--- src/shared/uart_rx_map.svh ---
// Purpose: register map and timing constants of the serial receiver
// Assumes: APB with 32-bit data, one aligned word per register
// Notes:   offsets are byte addresses
// Overview of operation
// - Serial bits enter the shift register least significant bit first.
// - Receive buffer is a two-entry queue; a third byte assembles meanwhile.
// - Third byte done with buffer full sets overrun; buffered bytes kept.
// - With receiver enabled and configured, search the line for a start bit.
// - Data available flag is set while the buffer holds a character.
// - Receive enable requests an interrupt per buffered word and on overrun; here none while address detect is enabled.
// - Break is a framing error: zeros loaded, frame ends after data plus stop.
// - After a break, wait for a high line before the next start bit.
// - Idle flag cleared on start detection, set again only when a stop bit is sampled.
// - Overrun clears only by status access followed by data read.
// - Noise flag rises with data available; data still stored, no own irq.
// - Noise flag clears by status read followed by data read.
// - Framing error set when a stop bit samples low.
// - Parity error set on mismatch, only while parity is enabled.
// - Framing and parity flags clear on any reset.
// - Interrupt is a low pulse from transmit, receive, address and wake sources.
// - Transmit sources own enables; receive and overrun share one enable.
// - Address detect has no flag; its enable raises the interrupt directly.
// - Clock stopped with wake and receive enables: RX falling edge interrupts.
// - Status flags are read-only and not cleared by interrupt vectoring.
// - Line sampled at sixteen per bit, level chosen by majority of three.
// - Nine-bit words put the top bit in the ninth-bit field.
`ifndef UART_RX_MAP_SVH
`define UART_RX_MAP_SVH
// ****************************************************************
// register offsets
// ****************************************************************
`define OFS_STATUS   12'h000
`define OFS_DATA     12'h004
`define OFS_CTRL     12'h008
`define OFS_BAUD     12'h00C
// ****************************************************************
// status bit positions
// ****************************************************************
`define ST_PARITY    0
`define ST_NOISE     1
`define ST_FRAMING   2
`define ST_OVERRUN   3
`define ST_IDLE      4
`define ST_AVAIL     5
// ****************************************************************
// control bit positions
// ****************************************************************
`define CT_RECEIVER_ENABLE      0
`define CT_NINE      1
`define CT_PARODD    2
`define CT_PAREN     3
`define CT_RIE       4
`define CT_ADDRESS_DETECT_ENABLE     5
`define CT_WAKE      6
`define CT_TEIE      7
`define CT_TIIE      8
`define CT_CLKSTOP   9
`define CTRL_RESET   10'h000
`define BAUD_RESET   8'h00
// ****************************************************************
// timing
// ****************************************************************
`define OVERSAMPLE   16
`define VOTE_A       7
`define VOTE_B       8
`define VOTE_C       9
`define IRQ_PULSE    2
`endif

--- src/rtl/uart_receiver_error_irq.sv ---
// Purpose: receive side of an asynchronous serial port with APB registers
// Assumes: sys_clk 40 MHz; bit time is (baud_divider+1)*16 sys_clk cycles
// Notes:   interrupt output is active low, pulses low for a few cycles
//
// The address map and the APB register port were chosen for this implementation.
`timescale 1ns/1ps
`include "uart_rx_map.svh"
package uart_rx_pkg;
    typedef enum logic [2:0] {
        S_HUNT  = 3'b000,
        S_START = 3'b001,
        S_DATA  = 3'b011,
        S_PAR   = 3'b010,
        S_STOP  = 3'b110,
        S_BRK   = 3'b111
    } rx_state_t;
endpackage : uart_rx_pkg

module uart_receiver_error_irq
    import uart_rx_pkg::*;
#(
    parameter int DEPTH = 2
) (
    input  wire logic        sys_clk,     // 40 MHz clock
    input  wire logic        rstn,        // async reset, active low
    input  wire logic        rx,          // serial line from remote sender
    input  wire logic        txEmpty,     // transmit buffer empty level
    input  wire logic        txIdle,      // transmitter idle level
    input  wire logic        psel,        // apb select
    input  wire logic        penable,     // apb enable
    input  wire logic        pwrite,      // apb direction
    input  wire logic [11:0] paddr,       // apb address
    input  wire logic [31:0] pwdata,      // apb write data
    output logic      [31:0] prdata,      // apb read data
    output logic             pready,      // apb ready
    output logic             pslverr,     // apb error
    output logic             uartIrqN     // interrupt, low pulse
);
    // ****************************************************************
    // reset release and line synchroniser
    // ****************************************************************
    logic [1:0] rstSync;
    logic       rstI;
    logic       rxMeta, rxSync, rxPrev;
    always_ff @(posedge sys_clk or negedge rstn) begin
        if (!rstn) begin
            rstSync <= 2'b00;
        end else begin
            rstSync <= {rstSync[0], 1'b1};
        end
    end
    assign rstI = rstSync[1];

    // first stage feeds only the second
    always_ff @(posedge sys_clk or negedge rstI) begin
        if (!rstI) begin
            rxMeta <= 1'b1;
            rxSync <= 1'b1;
            rxPrev <= 1'b1;
        end else begin
            rxMeta <= rx;
            rxSync <= rxMeta;
            rxPrev <= rxSync;
        end
    end

    // ****************************************************************
    // registers and apb slave
    // ****************************************************************
    logic [9:0]  ctrl, next_ctrl;
    logic [7:0]  baudDiv, next_baudDiv;
    logic        armed, next_armed;   // status read seen since last data read
    logic        rdStat, rdData, wrAcc;
    logic [31:0] next_prdata;
    logic [11:0] bufOut;
    logic        avail, ovr, nf, fe, pe, idle;
    logic        pendRd;

    assign wrAcc  = psel && penable && pwrite;
    assign rdStat = psel && penable && !pwrite && paddr == `OFS_STATUS;
    assign rdData = psel && penable && !pwrite && paddr == `OFS_DATA
                    && armed && pready;

    // one wait state on reads lets the buffer word settle
    always_comb begin
        next_ctrl    = ctrl;
        next_baudDiv = baudDiv;
        next_armed   = armed;
        next_prdata  = prdata;
        if (wrAcc && pready) begin
            if (paddr == `OFS_CTRL) begin
                next_ctrl = pwdata[9:0];
            end else if (paddr == `OFS_BAUD) begin
                next_baudDiv = pwdata[7:0];
            end
        end
        // status flags are not writable at all
        if (rdStat) begin
            next_armed = 1'b1;
        end else if (rdData) begin
            next_armed = 1'b0;
        end
        if (psel && !penable && !pwrite) begin
            if (paddr == `OFS_STATUS) begin
                next_prdata = 32'h0;
                next_prdata[`ST_PARITY]  = pe;
                next_prdata[`ST_NOISE]   = nf;
                next_prdata[`ST_FRAMING] = fe;
                next_prdata[`ST_OVERRUN] = ovr;
                next_prdata[`ST_IDLE]    = idle;
                next_prdata[`ST_AVAIL]   = avail;
            end else if (paddr == `OFS_CTRL) begin
                next_prdata = {22'h0, ctrl};
            end else if (paddr == `OFS_BAUD) begin
                next_prdata = {24'h0, baudDiv};
            end else begin
                next_prdata = 32'h0;
            end
        end else if (pendRd) begin
            next_prdata = {23'h0, bufOut[8:0]};
        end
    end

    logic isMapped;
    assign isMapped = paddr == `OFS_STATUS || paddr == `OFS_DATA
                      || paddr == `OFS_CTRL || paddr == `OFS_BAUD;

    always_ff @(posedge sys_clk or negedge rstI) begin
        if (!rstI) begin
            ctrl    <= `CTRL_RESET;
            baudDiv <= `BAUD_RESET;
            armed   <= 1'b0;
            prdata  <= 32'h0;
            pready  <= 1'b0;
            pslverr <= 1'b0;
            pendRd  <= 1'b0;
        end else begin
            ctrl    <= next_ctrl;
            baudDiv <= next_baudDiv;
            armed   <= next_armed;
            prdata  <= next_prdata;
            pendRd  <= psel && !penable && !pwrite && paddr == `OFS_DATA;
            pready  <= psel && penable && !pready;
            pslverr <= psel && penable && !pready && !isMapped;
        end
    end

    // ****************************************************************
    // 16x sample enable from the baud divider
    // ****************************************************************
    logic [7:0] divCnt;
    logic       tick;
    always_ff @(posedge sys_clk or negedge rstI) begin
        if (!rstI) begin
            divCnt <= 8'h00;
            tick   <= 1'b0;
        end else if (divCnt >= baudDiv) begin
            divCnt <= 8'h00;
            tick   <= 1'b1;
        end else begin
            divCnt <= divCnt + 8'h01;
            tick   <= 1'b0;
        end
    end

    // ****************************************************************
    // receive state machine
    // ****************************************************************
    rx_state_t  st, next_st;
    logic [3:0] sub, next_sub;
    logic [3:0] bitN, next_bitN;
    logic [8:0] shReg, next_shReg;
    logic [2:0] votes, next_votes;
    logic       noisy, next_noisy;
    logic       parBit, next_parBit;
    logic       done;
    logic       doneFe, donePe;
    logic       vote;
    logic [3:0] nBits;
    logic       enRx, nine;

    assign enRx  = ctrl[`CT_RECEIVER_ENABLE] && !ctrl[`CT_CLKSTOP];
    assign nine  = ctrl[`CT_NINE];
    assign nBits = nine ? 4'd9 : 4'd8;
    // majority of three samples around mid bit
    assign vote  = (votes[0] & votes[1]) | (votes[1] & votes[2])
                   | (votes[0] & votes[2]);

    always_comb begin
        next_st     = st;
        next_sub    = sub;
        next_bitN   = bitN;
        next_shReg  = shReg;
        next_votes  = votes;
        next_noisy  = noisy;
        next_parBit = parBit;
        done        = 1'b0;
        doneFe      = 1'b0;
        donePe      = 1'b0;
        if (!enRx) begin
            next_st = S_HUNT;
        end else if (tick) begin
            next_sub = sub + 4'd1;
            if (sub == 4'(`VOTE_A) || sub == 4'(`VOTE_B)
                || sub == 4'(`VOTE_C)) begin
                next_votes = {votes[1:0], rxSync};
            end
            case (st)
                S_HUNT: begin
                    next_sub = 4'd0;
                    if (!rxSync) begin
                        next_st    = S_START;
                        next_noisy = 1'b0;
                        next_bitN  = 4'd0;
                    end
                end
                S_START: begin
                    if (sub == 4'(`OVERSAMPLE - 1)) begin
                        if (vote) begin
                            next_st = S_HUNT;              // false start
                        end else begin
                            next_st = S_DATA;
                        end
                    end
                end
                S_DATA: begin
                    if (sub == 4'(`OVERSAMPLE - 1)) begin
                        // lsb arrives first, shift toward bit 0
                        next_shReg = nine ? {vote, shReg[8:1]}
                                          : {1'b0, vote, shReg[7:1]};
                        next_bitN  = bitN + 4'd1;
                        if (bitN + 4'd1 == nBits) begin
                            next_st = ctrl[`CT_PAREN] ? S_PAR : S_STOP;
                        end
                    end
                end
                S_PAR: begin
                    if (sub == 4'(`OVERSAMPLE - 1)) begin
                        next_parBit = vote;
                        next_st     = S_STOP;
                    end
                end
                S_STOP: begin
                    if (sub == 4'(`OVERSAMPLE - 1)) begin
                        done   = 1'b1;
                        doneFe = !vote;
                        donePe = ctrl[`CT_PAREN] &&
                                 ((^shReg) ^ parBit ^ ctrl[`CT_PARODD]);
                        // long low line is a break, not a start
                        next_st = vote ? S_HUNT : S_BRK;
                    end
                end
                default: begin
                    next_sub = 4'd0;
                    if (rxSync) begin
                        next_st = S_HUNT;
                    end
                end
            endcase
            // third sample completes the set; disagreement means noise
            if (st != S_HUNT && st != S_BRK && sub == 4'(`VOTE_C)
                && (votes[1:0] != {2{rxSync}})) begin
                next_noisy = 1'b1;
            end
        end
    end

    always_ff @(posedge sys_clk or negedge rstI) begin
        if (!rstI) begin
            st     <= S_HUNT;
            sub    <= 4'd0;
            bitN   <= 4'd0;
            shReg  <= 9'h000;
            votes  <= 3'b111;
            noisy  <= 1'b0;
            parBit <= 1'b0;
        end else begin
            st     <= next_st;
            sub    <= next_sub;
            bitN   <= next_bitN;
            shReg  <= next_shReg;
            votes  <= next_votes;
            noisy  <= next_noisy;
            parBit <= next_parBit;
        end
    end

    // ****************************************************************
    // two-entry buffer and status flags
    // ****************************************************************
    logic [1:0] count, next_count;
    logic       wPtr, next_wPtr, rPtr, next_rPtr;
    logic       push, full;
    logic       next_ovr, next_nf, next_fe, next_pe, next_idle;
    logic [8:0] wordIn;

    assign full = count == 2'(DEPTH);
    assign push = done && !full;
    // a break shifts in zeros and fails its stop bit
    assign wordIn = shReg;

    rx_buffer_mem #(
        .WIDTH (12),
        .DEPTH (DEPTH)
    ) u_mem (
        .sys_clk (sys_clk),
        .we      (push),
        .waddr   (wPtr),
        .wdata   ({donePe, doneFe, noisy, wordIn}),
        .raddr   (rPtr),
        .rdata   (bufOut)
    );

    always_comb begin
        next_count = count;
        next_wPtr  = wPtr;
        next_rPtr  = rPtr;
        next_ovr   = ovr;
        next_nf    = nf;
        next_fe    = fe;
        next_pe    = pe;
        next_idle  = idle;
        if (st == S_HUNT && next_st == S_START) begin
            next_idle = 1'b0;
        end
        if (done) begin
            next_idle = 1'b1;
        end
        // clear by status then data read; a new event below wins
        if (rdData && count != 2'd0) begin
            next_rPtr  = !rPtr;
            next_count = count - 2'd1;
            next_ovr   = 1'b0;
            next_nf    = 1'b0;
        end
        if (push) begin
            next_wPtr  = !wPtr;
            next_count = next_count + 2'd1;
            next_nf    = noisy;
            next_fe    = doneFe;
            next_pe    = donePe;
        end else if (done) begin
            next_ovr   = 1'b1;
        end
    end

    always_ff @(posedge sys_clk or negedge rstI) begin
        if (!rstI) begin
            count <= 2'd0;
            wPtr  <= 1'b0;
            rPtr  <= 1'b0;
            ovr   <= 1'b0;
            nf    <= 1'b0;
            fe    <= 1'b0;
            pe    <= 1'b0;
            idle  <= 1'b1;
        end else begin
            count <= next_count;
            wPtr  <= next_wPtr;
            rPtr  <= next_rPtr;
            ovr   <= next_ovr;
            nf    <= next_nf;
            fe    <= next_fe;
            pe    <= next_pe;
            idle  <= next_idle;
        end
    end
    assign avail = count != 2'd0;

    // ****************************************************************
    // interrupt sources and low pulse
    // ****************************************************************
    logic       rxEv, addrEv, wakeEv, txEv, txEmpPrev, txIdlPrev;
    logic [1:0] pulse, next_pulse;
    logic       trig;
    // receive and overrun share one enable
    assign rxEv   = ctrl[`CT_RIE] && done && !ctrl[`CT_ADDRESS_DETECT_ENABLE];
    assign addrEv = ctrl[`CT_ADDRESS_DETECT_ENABLE] && push
                    && (nine ? wordIn[8] : wordIn[7]);
    assign wakeEv = ctrl[`CT_CLKSTOP] && ctrl[`CT_WAKE]
                    && ctrl[`CT_RIE] && ctrl[`CT_RECEIVER_ENABLE] && rxPrev && !rxSync;
    assign txEv   = (ctrl[`CT_TEIE] && txEmpty && !txEmpPrev)
                    || (ctrl[`CT_TIIE] && txIdle && !txIdlPrev);
    assign trig   = rxEv || addrEv || wakeEv || txEv;

    always_comb begin
        next_pulse = (pulse != 2'd0) ? pulse - 2'd1 : 2'd0;
        if (trig) begin
            next_pulse = 2'(`IRQ_PULSE);
        end
    end

    always_ff @(posedge sys_clk or negedge rstI) begin
        if (!rstI) begin
            pulse     <= 2'd0;
            txEmpPrev <= 1'b0;
            txIdlPrev <= 1'b0;
            uartIrqN  <= 1'b1;
        end else begin
            pulse     <= next_pulse;
            txEmpPrev <= txEmpty;
            txIdlPrev <= txIdle;
            uartIrqN  <= !(next_pulse != 2'd0);
        end
    end
endmodule : uart_receiver_error_irq

--- src/rtl/rx_buffer_mem.sv ---
// Purpose: two-entry storage of received words with registered read data
// Assumes: writer never writes while full
// Notes:   data and error bits stored together per entry
`timescale 1ns/1ps
module rx_buffer_mem #(
    parameter int WIDTH = 12,
    parameter int DEPTH = 2
) (
    input  wire logic                     sys_clk,   // system clock
    input  wire logic                     we,        // write strobe
    input  wire logic [$clog2(DEPTH)-1:0] waddr,     // write index
    input  wire logic [WIDTH-1:0]         wdata,     // write word
    input  wire logic [$clog2(DEPTH)-1:0] raddr,     // read index
    output logic      [WIDTH-1:0]         rdata      // registered read word
);
    logic [WIDTH-1:0] mem [DEPTH];
    // no reset: contents undefined until written
    always_ff @(posedge sys_clk) begin
        if (we) begin
            mem[waddr] <= wdata;
        end
        rdata <= mem[raddr];
    end
endmodule : rx_buffer_mem

--- config.mk ---
export PLATFORM = sky130hd
export DESIGN_NAME = uart_receiver_error_irq
export DESIGN_NICKNAME = d
export VERILOG_FILES = /design/src/rtl/uart_receiver_error_irq.sv /design/src/rtl/rx_buffer_mem.sv
export VERILOG_INCLUDE_DIRS = /design/src /design/src/shared
export SDC_FILE = /design/constraint.sdc
export NUM_CORES = 1
export LEC_CHECK = 0
export BUFFER_PORTS_ARGS = -buffer_cell sky130_fd_sc_hd__buf_4
export CAP_MARGIN = 25
export CORE_MARGIN = 2
export CORE_UTILIZATION = 56
export DETAILED_ROUTE_END_ITERATION = 6
export PLACE_DENSITY = 0.77
export RECOVER_POWER = 50
export SLEW_MARGIN = 20
export SYNTH_ARGS = -nofsm -noshare
export SYNTH_HDL_FRONTEND = slang
export SYNTH_SLANG_ARGS = --single-unit
--- constraint.sdc ---
create_clock -name sys_clk -period 3 [get_ports sys_clk]
set_clock_uncertainty 0.05 [all_clocks]
set_input_delay 0.15 -clock sys_clk [delete_from_list [all_inputs] [get_ports sys_clk]]
set_output_delay 0.15 -clock sys_clk [all_outputs]
set_load 0.01 [all_outputs]
# Yosys cells after proc, flatten, opt, wreduce, memory -nomap -nowiden
# Memory sizes are Yosys's and may differ from the RTL's. A register that Yosys moved wholly into a read port is not among the register bits.
# Index checks and enable logic that the tools add are counted.
[totals] ram_bits=24 ff_bits=107 inputBits=52 memories=1 out_inout_bits=35
[classes] n_mux=57 n_eq_ne=19 reduce_logical=79 add_sub_neg=6 n_lt_le_gt_ge=1 bitwise_logic=8
[memory_table] memory="u_mem.mem" words=2 width=12 rd=1 rd_ports_with_merged_regs=1 write_ports=1 line="rx_buffer_mem.sv:16" text="logic [WIDTH-1:0] mem [DEPTH];"
[op_table] cell="$mux W32" count=2
[op_table] cell="$logic_and A1 B1 Y1" count=34
[op_table] cell="$mux W3" count=11
[op_table] cell="$mux W1" count=29
[op_table] cell="$eq A12 B4 Y1 const B" count=2
[op_table] cell="$mux W10" count=2
[op_table] cell="$reduce_bool A2 Y1" count=9
[op_table] cell="$mux W8" count=2
[op_table] cell="$pmux W3 S5" count=1
[op_table] cell="$logic_not A1 Y1" count=14
[op_table] cell="$eq A12 B3 Y1 const B" count=1
[op_table] cell="$eq A4 B4 Y1 const B" count=3
[op_table] cell="$logic_not A12 Y1" count=1
[op_table] cell="$mux W4" count=3
[op_table] cell="$reduce_and A4 Y1" count=3
[op_table] cell="$mux W2" count=5
[op_table] cell="$logic_or A1 B1 Y1" count=9
[op_table] cell="$mux W9" count=1
[op_table] cell="$reduce_xor A9 Y1" count=1
[op_table] cell="$add A4 B1 Y4 const B" count=2
[op_table] cell="$add A8 B1 Y8 const B" count=1
[op_table] cell="$ge A8 B8 Y1" count=1
[op_table] cell="$pmux W4 S2" count=1
[op_table] cell="$eq A3 B1 Y1 const B" count=2
[op_table] cell="other kinds (21)" count=30

# Logic depth before layout (Yosys ltp)
# Gate-level depths: netlist of the first run.
[depth] word_depth=14 ltp_mapped=7

# By module
# Synthesis of the first run repeated with hierarchy kept, for this count alone.
[hier_totals] hier_cells=484 hier_area_um2=5728.0
[modules_own_cells] mod="uart_receiver_error_irq" cells_each=433 area_each_um2=4570.6 n_inst=1
[modules_own_cells] mod="rx_buffer_mem" cells_each=51 area_each_um2=1157.4 n_inst=1

# Least setup slack after synthesis of the first run
# Ideal clock, no wire load.
[synth_path] path_type="register to register" startpoint="register sub[0]" endpoint="memory u_mem.mem[0][0] (enable)" path_buffers=0 synth_period_minus_slack_ns=2.487 slack_ns=0.513 required_time_ns=2.576 t_arrival_ns=2.063 path_stages_with_launch=6 cell_sequence="dfrtp_1 -> ha_1 -> nand3_1 -> or4_1 -> nand2b_1 -> nor2_1"
[synth_between] elab_chain_len=8
[synth_lines] element="start: declaration" line="uart_receiver_error_irq.sv:170" text="logic [3:0] sub, next_sub;"
[synth_lines] element="start signal: assignment" line="uart_receiver_error_irq.sv:279" text="sub <= next_sub;"
[synth_lines] element="$eq A4 B4 Y1" line="uart_receiver_error_irq.sv:244" text="if (sub == 4'(`OVERSAMPLE - 1)) begin"
[synth_lines] element="$mux W1" line="uart_receiver_error_irq.sv:244"
[synth_lines] element="$mux W1" line="uart_receiver_error_irq.sv:208" text="case (st)"
[synth_lines] element="$mux W1" line="uart_receiver_error_irq.sv:202" text="end else if (tick) begin"
[synth_lines] element="$mux W1" line="uart_receiver_error_irq.sv:200" text="if (!enRx) begin"
[synth_lines] element="$logic_and A1 B1 Y1" line="uart_receiver_error_irq.sv:298" text="assign push = done && !full;"
[synth_lines] element="$mux W1" line="rx_buffer_mem.sv:19" text="if (we) begin"
[synth_lines] element="$mux W1 (implied by the code)" line="rx_buffer_mem.sv:20" text="mem[waddr] <= wdata;"
[synth_lines] element="end: declaration" line="rx_buffer_mem.sv:16"
# No other way between the ends.

# Worst setup path after layout of the first run
[layout_path] startpoint="register sub[0]" endpoint="memory u_mem.mem[0][2] (enable)"
# Same word-level chain as after synthesis.

==> results of run 1 <==
==> cells in the mapped netlist (2+ instances only) <==
cell type	number	area, µm²
sky130_fd_sc_hd__dfrtp_1	77	1930
sky130_fd_sc_hd__mux2_2	43	484
sky130_fd_sc_hd__nand2_1	30	113
sky130_fd_sc_hd__buf_4	23	173
sky130_fd_sc_hd__nand3_1	22	110
sky130_fd_sc_hd__nor2_1	21	78.8
sky130_fd_sc_hd__o21ai_0	19	95.1
sky130_fd_sc_hd__edfxtp_1	18	541
sky130_fd_sc_hd__inv_1	18	67.6
sky130_fd_sc_hd__mux2i_1	18	180
sky130_fd_sc_hd__a21oi_1	16	80.1
sky130_fd_sc_hd__ha_1	15	188
sky130_fd_sc_hd__xnor2_1	15	131
sky130_fd_sc_hd__clkbuf_1	11	41.3
sky130_fd_sc_hd__dfxtp_1	9	180
sky130_fd_sc_hd__o22ai_1	9	56.3
sky130_fd_sc_hd__dfstp_2	8	210
sky130_fd_sc_hd__xor2_1	7	61.3
sky130_fd_sc_hd__nor3_1	6	30.0
sky130_fd_sc_hd__and3_1	5	31.3
sky130_fd_sc_hd__nor3b_1	5	37.5
sky130_fd_sc_hd__a31oi_1	4	25.0
sky130_fd_sc_hd__nand2b_1	4	25.0
sky130_fd_sc_hd__a21o_1	3	22.5
sky130_fd_sc_hd__a22o_1	3	26.3
sky130_fd_sc_hd__a31o_2	3	26.3
sky130_fd_sc_hd__and2_1	3	18.8
sky130_fd_sc_hd__buf_1	3	11.3
sky130_fd_sc_hd__buf_2	3	15.0
sky130_fd_sc_hd__o31ai_1	3	22.5
sky130_fd_sc_hd__or4_1	3	22.5
sky130_fd_sc_hd__a21boi_0	2	15.0
sky130_fd_sc_hd__and4b_1	2	20.0
sky130_fd_sc_hd__conb_1	2	7.51
sky130_fd_sc_hd__nand4_1	2	12.5
sky130_fd_sc_hd__nor2b_1	2	12.5
sky130_fd_sc_hd__o211ai_1	2	15.0
sky130_fd_sc_hd__o2bb2ai_1	2	17.5
sky130_fd_sc_hd__or2_2	2	12.5
sky130_fd_sc_hd__or3_1	2	12.5
==> placed cells by master, fill, tap and decap left out, types with 3 or more instances in the layout <==
cell type / Yosys / routed
sky130_fd_sc_hd__nand2_1: 30 / 30
sky130_fd_sc_hd__inv_1: 18 / 18
sky130_fd_sc_hd__dfxtp_1: 9 / 9
sky130_fd_sc_hd__nor3_1: 6 / 6
sky130_fd_sc_hd__or4_1: 3 / 3
sky130_fd_sc_hd__a21o_1: 3 / 3
sky130_fd_sc_hd__nor2_1: 21 / 21
sky130_fd_sc_hd__nand3_1: 22 / 22
sky130_fd_sc_hd__dlygate4sd3_1: 0 / 14
sky130_fd_sc_hd__dfstp_2: 8 / 7
sky130_fd_sc_hd__xor2_1: 7 / 7
sky130_fd_sc_hd__dfrtp_1: 77 / 77
sky130_fd_sc_hd__buf_4: 23 / 43
sky130_fd_sc_hd__mux2_2: 43 / 43
sky130_fd_sc_hd__mux2i_1: 18 / 18
sky130_fd_sc_hd__a31oi_1: 4 / 4
sky130_fd_sc_hd__a21oi_1: 16 / 16
sky130_fd_sc_hd__ha_1: 15 / 15
sky130_fd_sc_hd__clkbuf_4: 0 / 3
sky130_fd_sc_hd__o31ai_1: 3 / 3
sky130_fd_sc_hd__a31o_2: 3 / 3
sky130_fd_sc_hd__xnor2_1: 15 / 15
sky130_fd_sc_hd__and3_1: 5 / 5
sky130_fd_sc_hd__nor3b_1: 5 / 4
sky130_fd_sc_hd__and2_1: 3 / 3
sky130_fd_sc_hd__o21ai_0: 19 / 19
sky130_fd_sc_hd__edfxtp_1: 18 / 18
sky130_fd_sc_hd__o22ai_1: 9 / 9
sky130_fd_sc_hd__nand2b_1: 4 / 4
sky130_fd_sc_hd__clkbuf_1: 11 / 4
sky130_fd_sc_hd__clkbuf_8: 0 / 9
sky130_fd_sc_hd__a22o_1: 3 / 3
sky130_fd_sc_hd__conb_1: 2 / 23
==> critical path: stages, from the launching register on <==
cell	delay (ps)
sky130_fd_sc_hd__dfrtp_1	410
sky130_fd_sc_hd__ha_1	240
sky130_fd_sc_hd__nand3_1	140
sky130_fd_sc_hd__or4_1	620
sky130_fd_sc_hd__nand2b_1	270
sky130_fd_sc_hd__nor2_1	120
sky130_fd_sc_hd__buf_4	180
==> power by group through the flow <==
stage / sequential [µW] / combinational [µW] / clock (µW)
after floorplan: 1590 / 54.4 / 0
after global placement: 1600 / 72.7 / 0
after detailed placement: 1600 / 73.7 / 0
after CTS: 1570 / 88.7 / 965
after global routing: 1560 / 120 / 1010
final: 1560 / 107 / 942
==> layout make-up <==
type,count,share of cell area
flip-flops and latches,112,0.475
clock inverters,7,0.0139
inverters,18,0.0112
well taps,111,0.0231
repair buffers,65,0.0877
clock buffers,9,0.0206
multi-input cells,311,0.369
==> layer usage <==
layer / track usage / up-vias
met2: 0.360 / 83
met4: 0.0644 / 0
met5: 0 / -
met3: 0.0393 / 12
li1: - / 1698
met1: 0.260 / 1776
==> sequential cells by signal, summed over array words and instances (netlist names), 4 cells and up <==
name and flops:
prdata 10, baudDiv 8, divCnt 8, bitN 4, sub 4, u_mem.rdata 9, ctrl 10, shReg 9
u_mem.mem 18
==> per-stage QoR <==
step	setup WS, ps	std cells	instance area (µm²)	total power, µW	hold WS, ps
after floorplan	421	481	5380	1650	-196
after global placement	673	601	5660	1680	-118
after detailed placement	640	601	5660	1680	-117
after CTS	689	631	6000	2630	15.3
after global routing	552	633	6020	2690	29.2
final	676	633	6020	2610	29.6
==> logic make-up after synthesis <==
kind of cell | count (synthesis) | share of synthesized area
other | 2 | 0.00142
buffers and inverters | 58 | 0.0580
xor gates and xnor gates | 22 | 0.0363
adders and majority gates | 16 | 0.0373
DFF | 112 | 0.539
muxes | 61 | 0.125
and+or+nand+nor | 118 | 0.119
AOI/OAI and AO/OA | 71 | 0.0833
==> worst paths after layout <==
kind / startpoint / to / slack (ps) / cells past startpoint
worst min-delay path: rstn / rstSync[1] / 30 / 2
max in group asynchronous: rstSync[1] / uartIrqN / 1640 / 1
worst max-delay path: sub[0] / u_mem.mem[0][2] / 680 / 6
min in group sys_clk: paddr[2] / armed / 50 / 2
worst min register to register: rxMeta / rxSync / 320 / 0
worst max register to register: sub[0] / u_mem.mem[0][2] / 680 / 6
==> summary.json, run 1 <==
{
  "layout": {
    "fillCellCount": 717,
    "final_layout_size_suffix_gt1_frac": 0.238,
    "layout.nets": 584,
    "regArea_um2": 2860,
    "diodes": 0,
    "area_growth_syn_to_layout_pct": 13.5,
    "final_core_util": 0.655,
    "multi_input_area_um2": 2220
  },
  "place": {
    "hpwl_um": 7020,
    "finalWeightedCongestion": 0.833,
    "port_buffers": 42
  },
  "die": {
    "ios": 87,
    "chipWidth_um": 101,
    "core_region_area_um2": 9200,
    "floorplan.rows": 35,
    "die_h_um": 101,
    "floorplan.initialDensity": 0.577,
    "area_of_the_die_um2": 10300
  },
  "power": {
    "pwr-share-clk": 0.361,
    "net-switching-power_uw": 606,
    "power.ir.vdd_worst_mv": 0.224,
    "comb_power_share": 0.041,
    "cellPowerDensity_nw_per_um2": 433,
    "switching_share": 0.233,
    "internal_power_uw": 2000,
    "static-leakage-power_uw": 0.00271,
    "p_seq_frac": 0.597
  },
  "logic_synthesis": {
    "yosysUniqueCellTypes": 55,
    "synth_seq_cells": 112,
    "yosysSeqAreaShare": 0.539,
    "synth.cell_area_um2": 5300,
    "ys_warn_count": 0,
    "async_reset_ff_frac": 0.759,
    "synth-edff-count": 18,
    "synth_flop_cell": "sky130_fd_sc_hd__dfrtp_1",
    "syn_area_per_cell_um2": 11.5,
    "syn_inst": 460
  },
  "route": {
    "detail_route.vias_per_cell": 5.64,
    "wirelength_um": 10200,
    "wl_met1_um": 4360,
    "drtPass1Iterations": 4,
    "remaining_drc_errors": 0,
    "wl_met3_um": 409,
    "top_signal_layer_used": "met4",
    "detail_route.wl_per_cell_um": 16.1,
    "routed-wl-met2_um": 5270,
    "drtIter0Drc": 105,
    "route.vias.total": 3569,
    "drtAntennaViolNets": 0
  },
  "grt": {
    "grt_first_pass_wirelength_um": 16600,
    "largest_net_degree_at_the_start_of_global_routing": 84,
    "groute.usage.overall": 0.206,
    "global_route.overflow_total": 0,
    "first_global_vias": 3577,
    "antenna_found_initial": 0
  },
  "timing": {
    "transition_at_the_pin_with_the_smallest_max_transition_slack_ps": 1080,
    "final.min_clock_period_ps": 2320,
    "finalCritPeriodShare": 0.775,
    "total_negative_slack_ps": 0,
    "maxSlewViolCount": 0,
    "max_slew_margin": 0.277,
    "clock.fmax_mhz": 430,
    "grt_setup_unrepaired": "no",
    "setup_viol": 0,
    "report.final.hold_viol_count": 0
  },
  "setup_path": {
    "worstPathRequired_ps": 3040,
    "cp_data_arrival_time_ps": 2360,
    "path_max_fanout": 9,
    "setup.worst_path.start_class": "flip-flop",
    "crit_path_end_kind": "flip-flop",
    "setup.worst_path.class": "flip-flop to flip-flop"
  },
  "clock_network": {
    "cell_at_the_root_of_the_clock_tree": "sky130_fd_sc_hd__clkbuf_8",
    "cts_repair_resize_count": 0,
    "cts_buffer_depth": 2,
    "cts_setup_buffers": 0,
    "clk_transition_reported_paths_ps": 110,
    "htree_num_levels": 3,
    "cts_buffers": 9,
    "clkSinkCount": 112,
    "cts_tree": "yes",
    "worst_skew_pair.late_latency_ps": 370,
    "cts_hold_buf": 14
  },
  "flow_run": {
    "maxCapViolations": 0
  },
  "status": {
    "outcome": "finished clean"
  },
  "min_path": {
    "hp-class": "input pin to async pin"
  }
}
Power figures use the tool's default switching activity.
==> run 2, diff against run 1 <==
--- a/config.mk
+++ b/config.mk
@@ -6,12 +6,13 @@
 export SDC_FILE = /design/constraint.sdc
 export NUM_CORES = 1
 export LEC_CHECK = 0
+export ABC_AREA = 1
 export BUFFER_PORTS_ARGS = -buffer_cell sky130_fd_sc_hd__buf_4
 export CAP_MARGIN = 25
 export CORE_MARGIN = 2
-export CORE_UTILIZATION = 56
+export CORE_UTILIZATION = 57
 export DETAILED_ROUTE_END_ITERATION = 6
-export PLACE_DENSITY = 0.77
+export PLACE_DENSITY = 0.78
 export RECOVER_POWER = 50
 export SLEW_MARGIN = 20
 export SYNTH_ARGS = -nofsm -noshare
==> constraint.sdc (replaced) <==
create_clock -name sys_clk -period 2.25 [get_ports sys_clk]
set_clock_uncertainty 0.05 [all_clocks]
set_input_delay 0.1125 -clock sys_clk [delete_from_list [all_inputs] [get_ports sys_clk]]
set_output_delay 0.1125 -clock sys_clk [all_outputs]
set_load 0.01 [all_outputs]
==> summary.json, run 2 <==
{
  "status": {
    "outcome": "finished clean"
  },
  "logic_synthesis": {
    "yosysSeqAreaShare": 0.514,
    "most_frequent_cells_after_synthesis": "sky130_fd_sc_hd__nand2_1 (145), sky130_fd_sc_hd__dfrtp_1 (77), sky130_fd_sc_hd__inv_1 (73)",
    "yosysTopAreaCell": "sky130_fd_sc_hd__dfrtp_1",
    "synth_flop_cell": "sky130_fd_sc_hd__dfrtp_1",
    "synth_most_common_cell": "sky130_fd_sc_hd__nand2_1",
    "synth_seq_cells": 112,
    "yosys.area.top_type_share": 0.347,
    "async_reset_ff_frac": 0.759,
    "ys_warn_count": 0,
    "synth.top_cells.by_area": "sky130_fd_sc_hd__dfrtp_1 (35%), sky130_fd_sc_hd__nand2_1 (9.8%), sky130_fd_sc_hd__edfxtp_1 (9.7%)",
    "syn_area_per_cell_um2": 9.03,
    "synth-edff-count": 18,
    "synth.cell_area_um2": 5560,
    "syn_inst": 616,
    "yosysUniqueCellTypes": 41
  },
  "grt": {
    "grt_first_pass_wirelength_um": 17900,
    "global_route.overflow_total": 0,
    "first_global_vias": 3943,
    "largest_net_degree_at_the_start_of_global_routing": 51,
    "groute.usage.overall": 0.224,
    "antenna_found_initial": 0
  },
  "min_path": {
    "hp-class": "input pin to flip-flop"
  },
  "power": {
    "static-leakage-power_uw": 0.00306,
    "cellPowerDensity_nw_per_um2": 564,
    "power.ir.vdd_worst_mv": 0.455
  },
  "layout": {
    "final_core_util": 0.648,
    "final_layout_size_suffix_gt1_frac": 0.143,
    "layout.nets": 749,
    "largest_register_ff_count": 18,
    "fillCellCount": 800,
    "post-route-cell-area_um2": 6250,
    "layout_commonest_cell": "sky130_fd_sc_hd__nand2_1",
    "mostFrequentLayoutCells": "sky130_fd_sc_hd__nand2_1 (145), sky130_fd_sc_hd__dfrtp_1 (76), sky130_fd_sc_hd__inv_1 (73)",
    "diodes": 0,
    "area_growth_syn_to_layout_pct": 12.4,
    "reg_top3": "u_mem.mem: 18 flops, ctrl: 10 flops, prdata: 10 flops",
    "max_flop_register": "u_mem.mem"
  },
  "route": {
    "drtIter0Drc": 231,
    "remaining_drc_errors": 0,
    "drtAntennaViolNets": 0,
    "detail_route.wl_per_cell_um": 13.6,
    "detail_route.vias_per_cell": 5.15,
    "route.vias.total": 4221,
    "drtPass1Iterations": 5,
    "wirelength_um": 11100
  },
  "clock_network": {
    "cts_repair_resize_count": 0,
    "clk_transition_reported_paths_ps": 100,
    "cts_tree": "yes",
    "worst_skew_pair.late_latency_ps": 380,
    "cell_at_the_root_of_the_clock_tree": "sky130_fd_sc_hd__clkbuf_8",
    "cts_buffer_depth": 2,
    "htree_num_levels": 3,
    "clkSinkCount": 112,
    "cts_buffers": 9
  },
  "setup_path": {
    "cp_data_arrival_time_ps": 2000,
    "setup.worst_path.start_class": "flip-flop",
    "worst_path_largest_cell_delay_ps": 400,
    "path_max_fanout": 9,
    "worstPathRequired_ps": 2290,
    "setup.worst_path.class": "flip-flop to flip-flop",
    "crit_path_end_kind": "flip-flop",
    "worst_path_max_delay_cell": "sky130_fd_sc_hd__dfrtp_1",
    "crit_chain": "ha_1, nand3_2, nor2_4, nand2_4, nor2_8, inv_4, nor2_1, buf_4"
  },
  "die": {
    "floorplan.initialDensity": 0.577,
    "ios": 87,
    "chipWidth_um": 103,
    "core_region_area_um2": 9640,
    "die_h_um": 103,
    "area_of_the_die_um2": 10600,
    "floorplan.rows": 36
  },
  "timing": {
    "setup_viol": 0,
    "final.min_clock_period_ps": 1960,
    "report.final.hold_viol_count": 0,
    "grt_setup_unrepaired": "no",
    "maxSlewViolCount": 0,
    "finalCritPeriodShare": 0.871,
    "clock.fmax_mhz": 510,
    "max_slew_margin": 0.288,
    "transition_at_the_pin_with_the_smallest_max_transition_slack_ps": 1070,
    "total_negative_slack_ps": 0
  },
  "place": {
    "dpl-instance-area_um2": 5950,
    "hpwl_um": 8150,
    "port_buffers": 42,
    "finalWeightedCongestion": 0.859
  },
  "flow_run": {
    "maxCapViolations": 0
  }
}
==> run 2: cell types whose count changed after synthesis, sizes merged, moves of 7 or more <==
cell and change:
nand2 +123, xnor2 -9, nand3 +22, mux2 -29
clkbuf -10, o21ai +32, o21a +7, inv +57
nor2 +32, mux2i -18
==> run 2: path summary, 6_finish.rpt <==
check	from	slack, ps	cells past startpoint	endpoint
worst max-delay path	sub[0]	290	8	u_mem.mem[1][5]
worst min-delay path	psel	30	3	armed
worst max register to register	sub[0]	290	8	u_mem.mem[1][5]
worst min register to register	rstSync[0]	310	0	rstSync[1]
max in group asynchronous	rstSync[1]	590	1	prdata[1]
min in group asynchronous	rstSync[1]	430	0	sub[3]
==> run 2: stage by stage <==
stage | worst slack (ps) | std cells | hold WS [ps] | power [µW]
floorplan | 292 | 637 | -233 | 2270
global placement | 403 | 787 | -155 | 2340
detailed placement | 307 | 787 | -153 | 2340
CTS | 276 | 820 | 14.1 | 3570
global route | 136 | 820 | 49.3 | 3660
finish | 290 | 820 | 33.9 | 3520
==> run 2: timing repair <==
action	4_1_cts	5_1_grt
setup buffers	0	0
hold buffers	17	0
endpoints found under the hold margin	24	0
==> run 2: report_power, final <==
group          leakage (µW)  internal (µW)  switching [µW]
logic               0.00166           82.5             108
clock network      0.000101            545             676
registers           0.00129           2080            32.0
==> run 2: kinds of logic (layout without fill, tap and decap cells) <==
group / Yosys count / count (layout) / synth area share
simple gates: 263 / 263 / 0.218
flops: 112 / 112 / 0.514
buf+inv: 108 / 158 / 0.0950
compound gates: 86 / 86 / 0.0842
xor+xnor: 16 / 16 / 0.0252
fa+ha+maj: 15 / 15 / 0.0338
mux: 14 / 14 / 0.0284
other cells: 2 / 23 / 0.00135
==> run 2: critical path: cells and delay by family (launching register included) <==
family | cells | cell delay (ps)
flops | 1 | 400
simple gates | 5 | 720
buf+inv | 2 | 270
fa+ha+maj | 1 | 230
==> run 2: layer usage <==
metal | wire (µm) | GRT usage | part of all wire | vias to the layer above
met1 | 4900 | 0.287 | 0.44 | 1995
met3 | 580 | 0.0461 | 0.052 | 21
met2 | 5380 | 0.371 | 0.48 | 123
met4 | 283 | 0.0941 | 0.025 | 0
met5 | 0 | 0 | 0 | -
li1 | - | - | - | 2082
==> run 2: cell type report <==
cell class                      count  area [µm²]  area share
Clock inverter                      5        56.3     0.00901
Multi-Input combinational cell    417        2250       0.361
Tap cell                          133         166      0.0266
Timing Repair Buffer               65         479      0.0767
Inverter                           77         292      0.0467
Clock buffer                       11         141      0.0226
Sequential cell                   112        2860       0.458
==> run 3, diff against run 2 <==
--- a/config.mk
+++ b/config.mk
@@ -9,7 +9,7 @@
 export ABC_AREA = 1
 export BUFFER_PORTS_ARGS = -buffer_cell sky130_fd_sc_hd__buf_4
 export CAP_MARGIN = 25
-export CORE_MARGIN = 2
+export CORE_MARGIN = 3
 export CORE_UTILIZATION = 57
 export DETAILED_ROUTE_END_ITERATION = 6
 export PLACE_DENSITY = 0.78
==> summary.json, run 3 (synthesis gave the netlist of run 2 again) <==
{
  "grt": {
    "antenna_found_initial": 0,
    "global_route.overflow_total": 0,
    "globalRouteMet1Util": 0.273,
    "grtUsageMet2": 0.363,
    "first_global_vias": 4082,
    "grt_first_pass_wirelength_um": 19000,
    "layer_carrying_the_most_global_route_usage": "met2",
    "groute.usage.overall": 0.212,
    "groute.layer.met3.usage": 0.0383,
    "largest_net_degree_at_the_start_of_global_routing": 46
  },
  "place": {
    "finalWeightedCongestion": 0.848,
    "hpwl_um": 8190,
    "port_buffers": 42
  },
  "flow_run": {
    "maxCapViolations": 1
  },
  "route": {
    "drtAntennaViolNets": 0,
    "detail_route.wl_per_cell_um": 13.6,
    "drtPass1Iterations": 5,
    "detail_route.vias_per_cell": 5.12,
    "remaining_drc_errors": 0,
    "route.vias.total": 4175,
    "drtIter0Drc": 240,
    "wirelength_um": 11100
  },
  "die": {
    "floorplan.rows": 35,
    "ios": 87,
    "area_of_the_die_um2": 11000,
    "floorplan.initialDensity": 0.593,
    "core_region_area_um2": 9370,
    "die_h_um": 105,
    "chipWidth_um": 105
  },
  "timing": {
    "final.min_clock_period_ps": 1890,
    "maxSlewViolCount": 39,
    "transition_at_the_pin_with_the_smallest_max_transition_slack_ps": 1610,
    "final.hold.worst_slack_ps": 42.4,
    "setup_viol": 0,
    "max_slew_margin": -0.0720,
    "grt_setup_unrepaired": "no",
    "total_negative_slack_ps": 0,
    "report.final.hold_viol_count": 0,
    "finalCritPeriodShare": 0.841,
    "clock.fmax_mhz": 528
  },
  "setup_path": {
    "crit_chain": "ha_1, nand3_2, nor2_4, nand2_4, nor2_8, inv_4, nor2_1, buf_4",
    "setup.worst_path.class": "flip-flop to flip-flop",
    "critPathBufInv": 2,
    "worst_path_largest_cell_delay_ps": 390,
    "setup.worst_path.start_class": "flip-flop",
    "worstPathRequired_ps": 2300,
    "worst_path_max_delay_cell": "sky130_fd_sc_hd__dfrtp_1",
    "path_max_fanout": 9,
    "crit_path_end_kind": "flip-flop",
    "crit_family": "simple AND/OR/NAND/NOR gates",
    "cp_data_arrival_time_ps": 1940
  },
  "clock_network": {
    "clk_transition_reported_paths_ps": 110,
    "cts_buffers": 9,
    "clkSinkCount": 112,
    "cts_buffer_depth": 2,
    "worst_skew_pair.late_latency_ps": 380,
    "cts_tree": "yes",
    "cell_at_the_root_of_the_clock_tree": "sky130_fd_sc_hd__clkbuf_8",
    "htree_num_levels": 3
  },
  "layout": {
    "final_layout_size_suffix_gt1_frac": 0.155,
    "max_flop_register": "u_mem.mem",
    "area_growth_syn_to_layout_pct": 13.1,
    "diodes": 0,
    "layout.nets": 748,
    "mostFrequentLayoutCells": "sky130_fd_sc_hd__nand2_1 (145), sky130_fd_sc_hd__dfrtp_1 (77), sky130_fd_sc_hd__inv_1 (73)",
    "layout_commonest_cell": "sky130_fd_sc_hd__nand2_1",
    "largest_register_ff_count": 18,
    "reg_top3": "u_mem.mem: 18 flops, ctrl: 10 flops, prdata: 10 flops"
  },
  "power": {
    "p_seq_frac": 0.598,
    "net-switching-power_uw": 904,
    "static-leakage-power_uw": 0.00309,
    "comb_power_share": 0.059,
    "pwr-share-clk": 0.343,
    "internal_power_uw": 2630,
    "switching_share": 0.256,
    "power.ir.vdd_worst_mv": 0.312,
    "cellPowerDensity_nw_per_um2": 561,
    "finalPower_uw": 3530
  },
  "status": {
    "violated_checks": "max-capacitance violations, max-slew violations",
    "outcome": "finished with violations"
  },
  "min_path": {
    "hp-class": "input pin to flip-flop"
  }
}
==> run 3: final cells by class <==
type / instances / area (µm²)
Sequential cell: 112 / 2860
Clock buffer: 9 / 124
Timing Repair Buffer: 64 / 517
Tap cell: 129 / 161
Inverter: 77 / 292
Multi-Input combinational cell: 417 / 2250
Fill cell: 730 / 3090
Clock inverter: 7 / 81.3
==> run 3: metrics by stage <==
step | utilization | setup WS, ps | instance area (µm²) | std cells
after floorplan | - | 292 | 5640 | 637
after global placement | 0.633 | 404 | 5930 | 782
after detailed placement | 0.633 | 368 | 5930 | 782
after CTS | 0.673 | 347 | 6310 | 815
after global routing | 0.671 | 181 | 6290 | 815
final | 0.671 | 357 | 6290 | 815
==> run 3: power by group through the flow <==
stage	Combinational [µW]	Clock, µW	Sequential, µW
final	208	1210	2110
after global routing	232	1330	2120
after CTS	216	1240	2110
after detailed placement	192	0	2150
after global placement	189	0	2150
after floorplan	99.5	0	2170
==> run 3: final timing paths <==
path / end / start / slack, ps / cells after the start
hold reg to reg: rstSync[1] / rstSync[0] / 320 / 0
max in group asynchronous: idle / rstSync[1] / 530 / 1
setup / recovery: u_mem.mem[1][5] / sub[0] / 360 / 8
hold / removal: armed / psel / 40 / 3
setup reg to reg: u_mem.mem[1][5] / sub[0] / 360 / 8
min in group asynchronous: rstSync[0] / rstn / 550 / 3
==> run 3: routing by layer <==
| metal | up-vias | part of all wire |
|---|---|---|
| met4 | 0 | 0.019 |
| met2 | 98 | 0.50 |
| li1 | 2084 | - |
| met3 | 17 | 0.038 |
| met5 | - | 0 |
| met1 | 1976 | 0.44 |
==> run 3: timing repair <==
| item | in CTS | in global routing |
|---|---|---|
| hold buffers | 17 | 0 |
| setup buffers | 0 | 0 |
| hold endpoints to repair | 23 | 0 |
| gates resized for setup | 0 | 0 |
==> run 3: worst min-delay path, delay by kind of cell <==
family,cells,cell delay (ps)
and+or+nand+nor,1,110
buffers and inverters,1,120
AOI/OAI and AO/OA,1,100
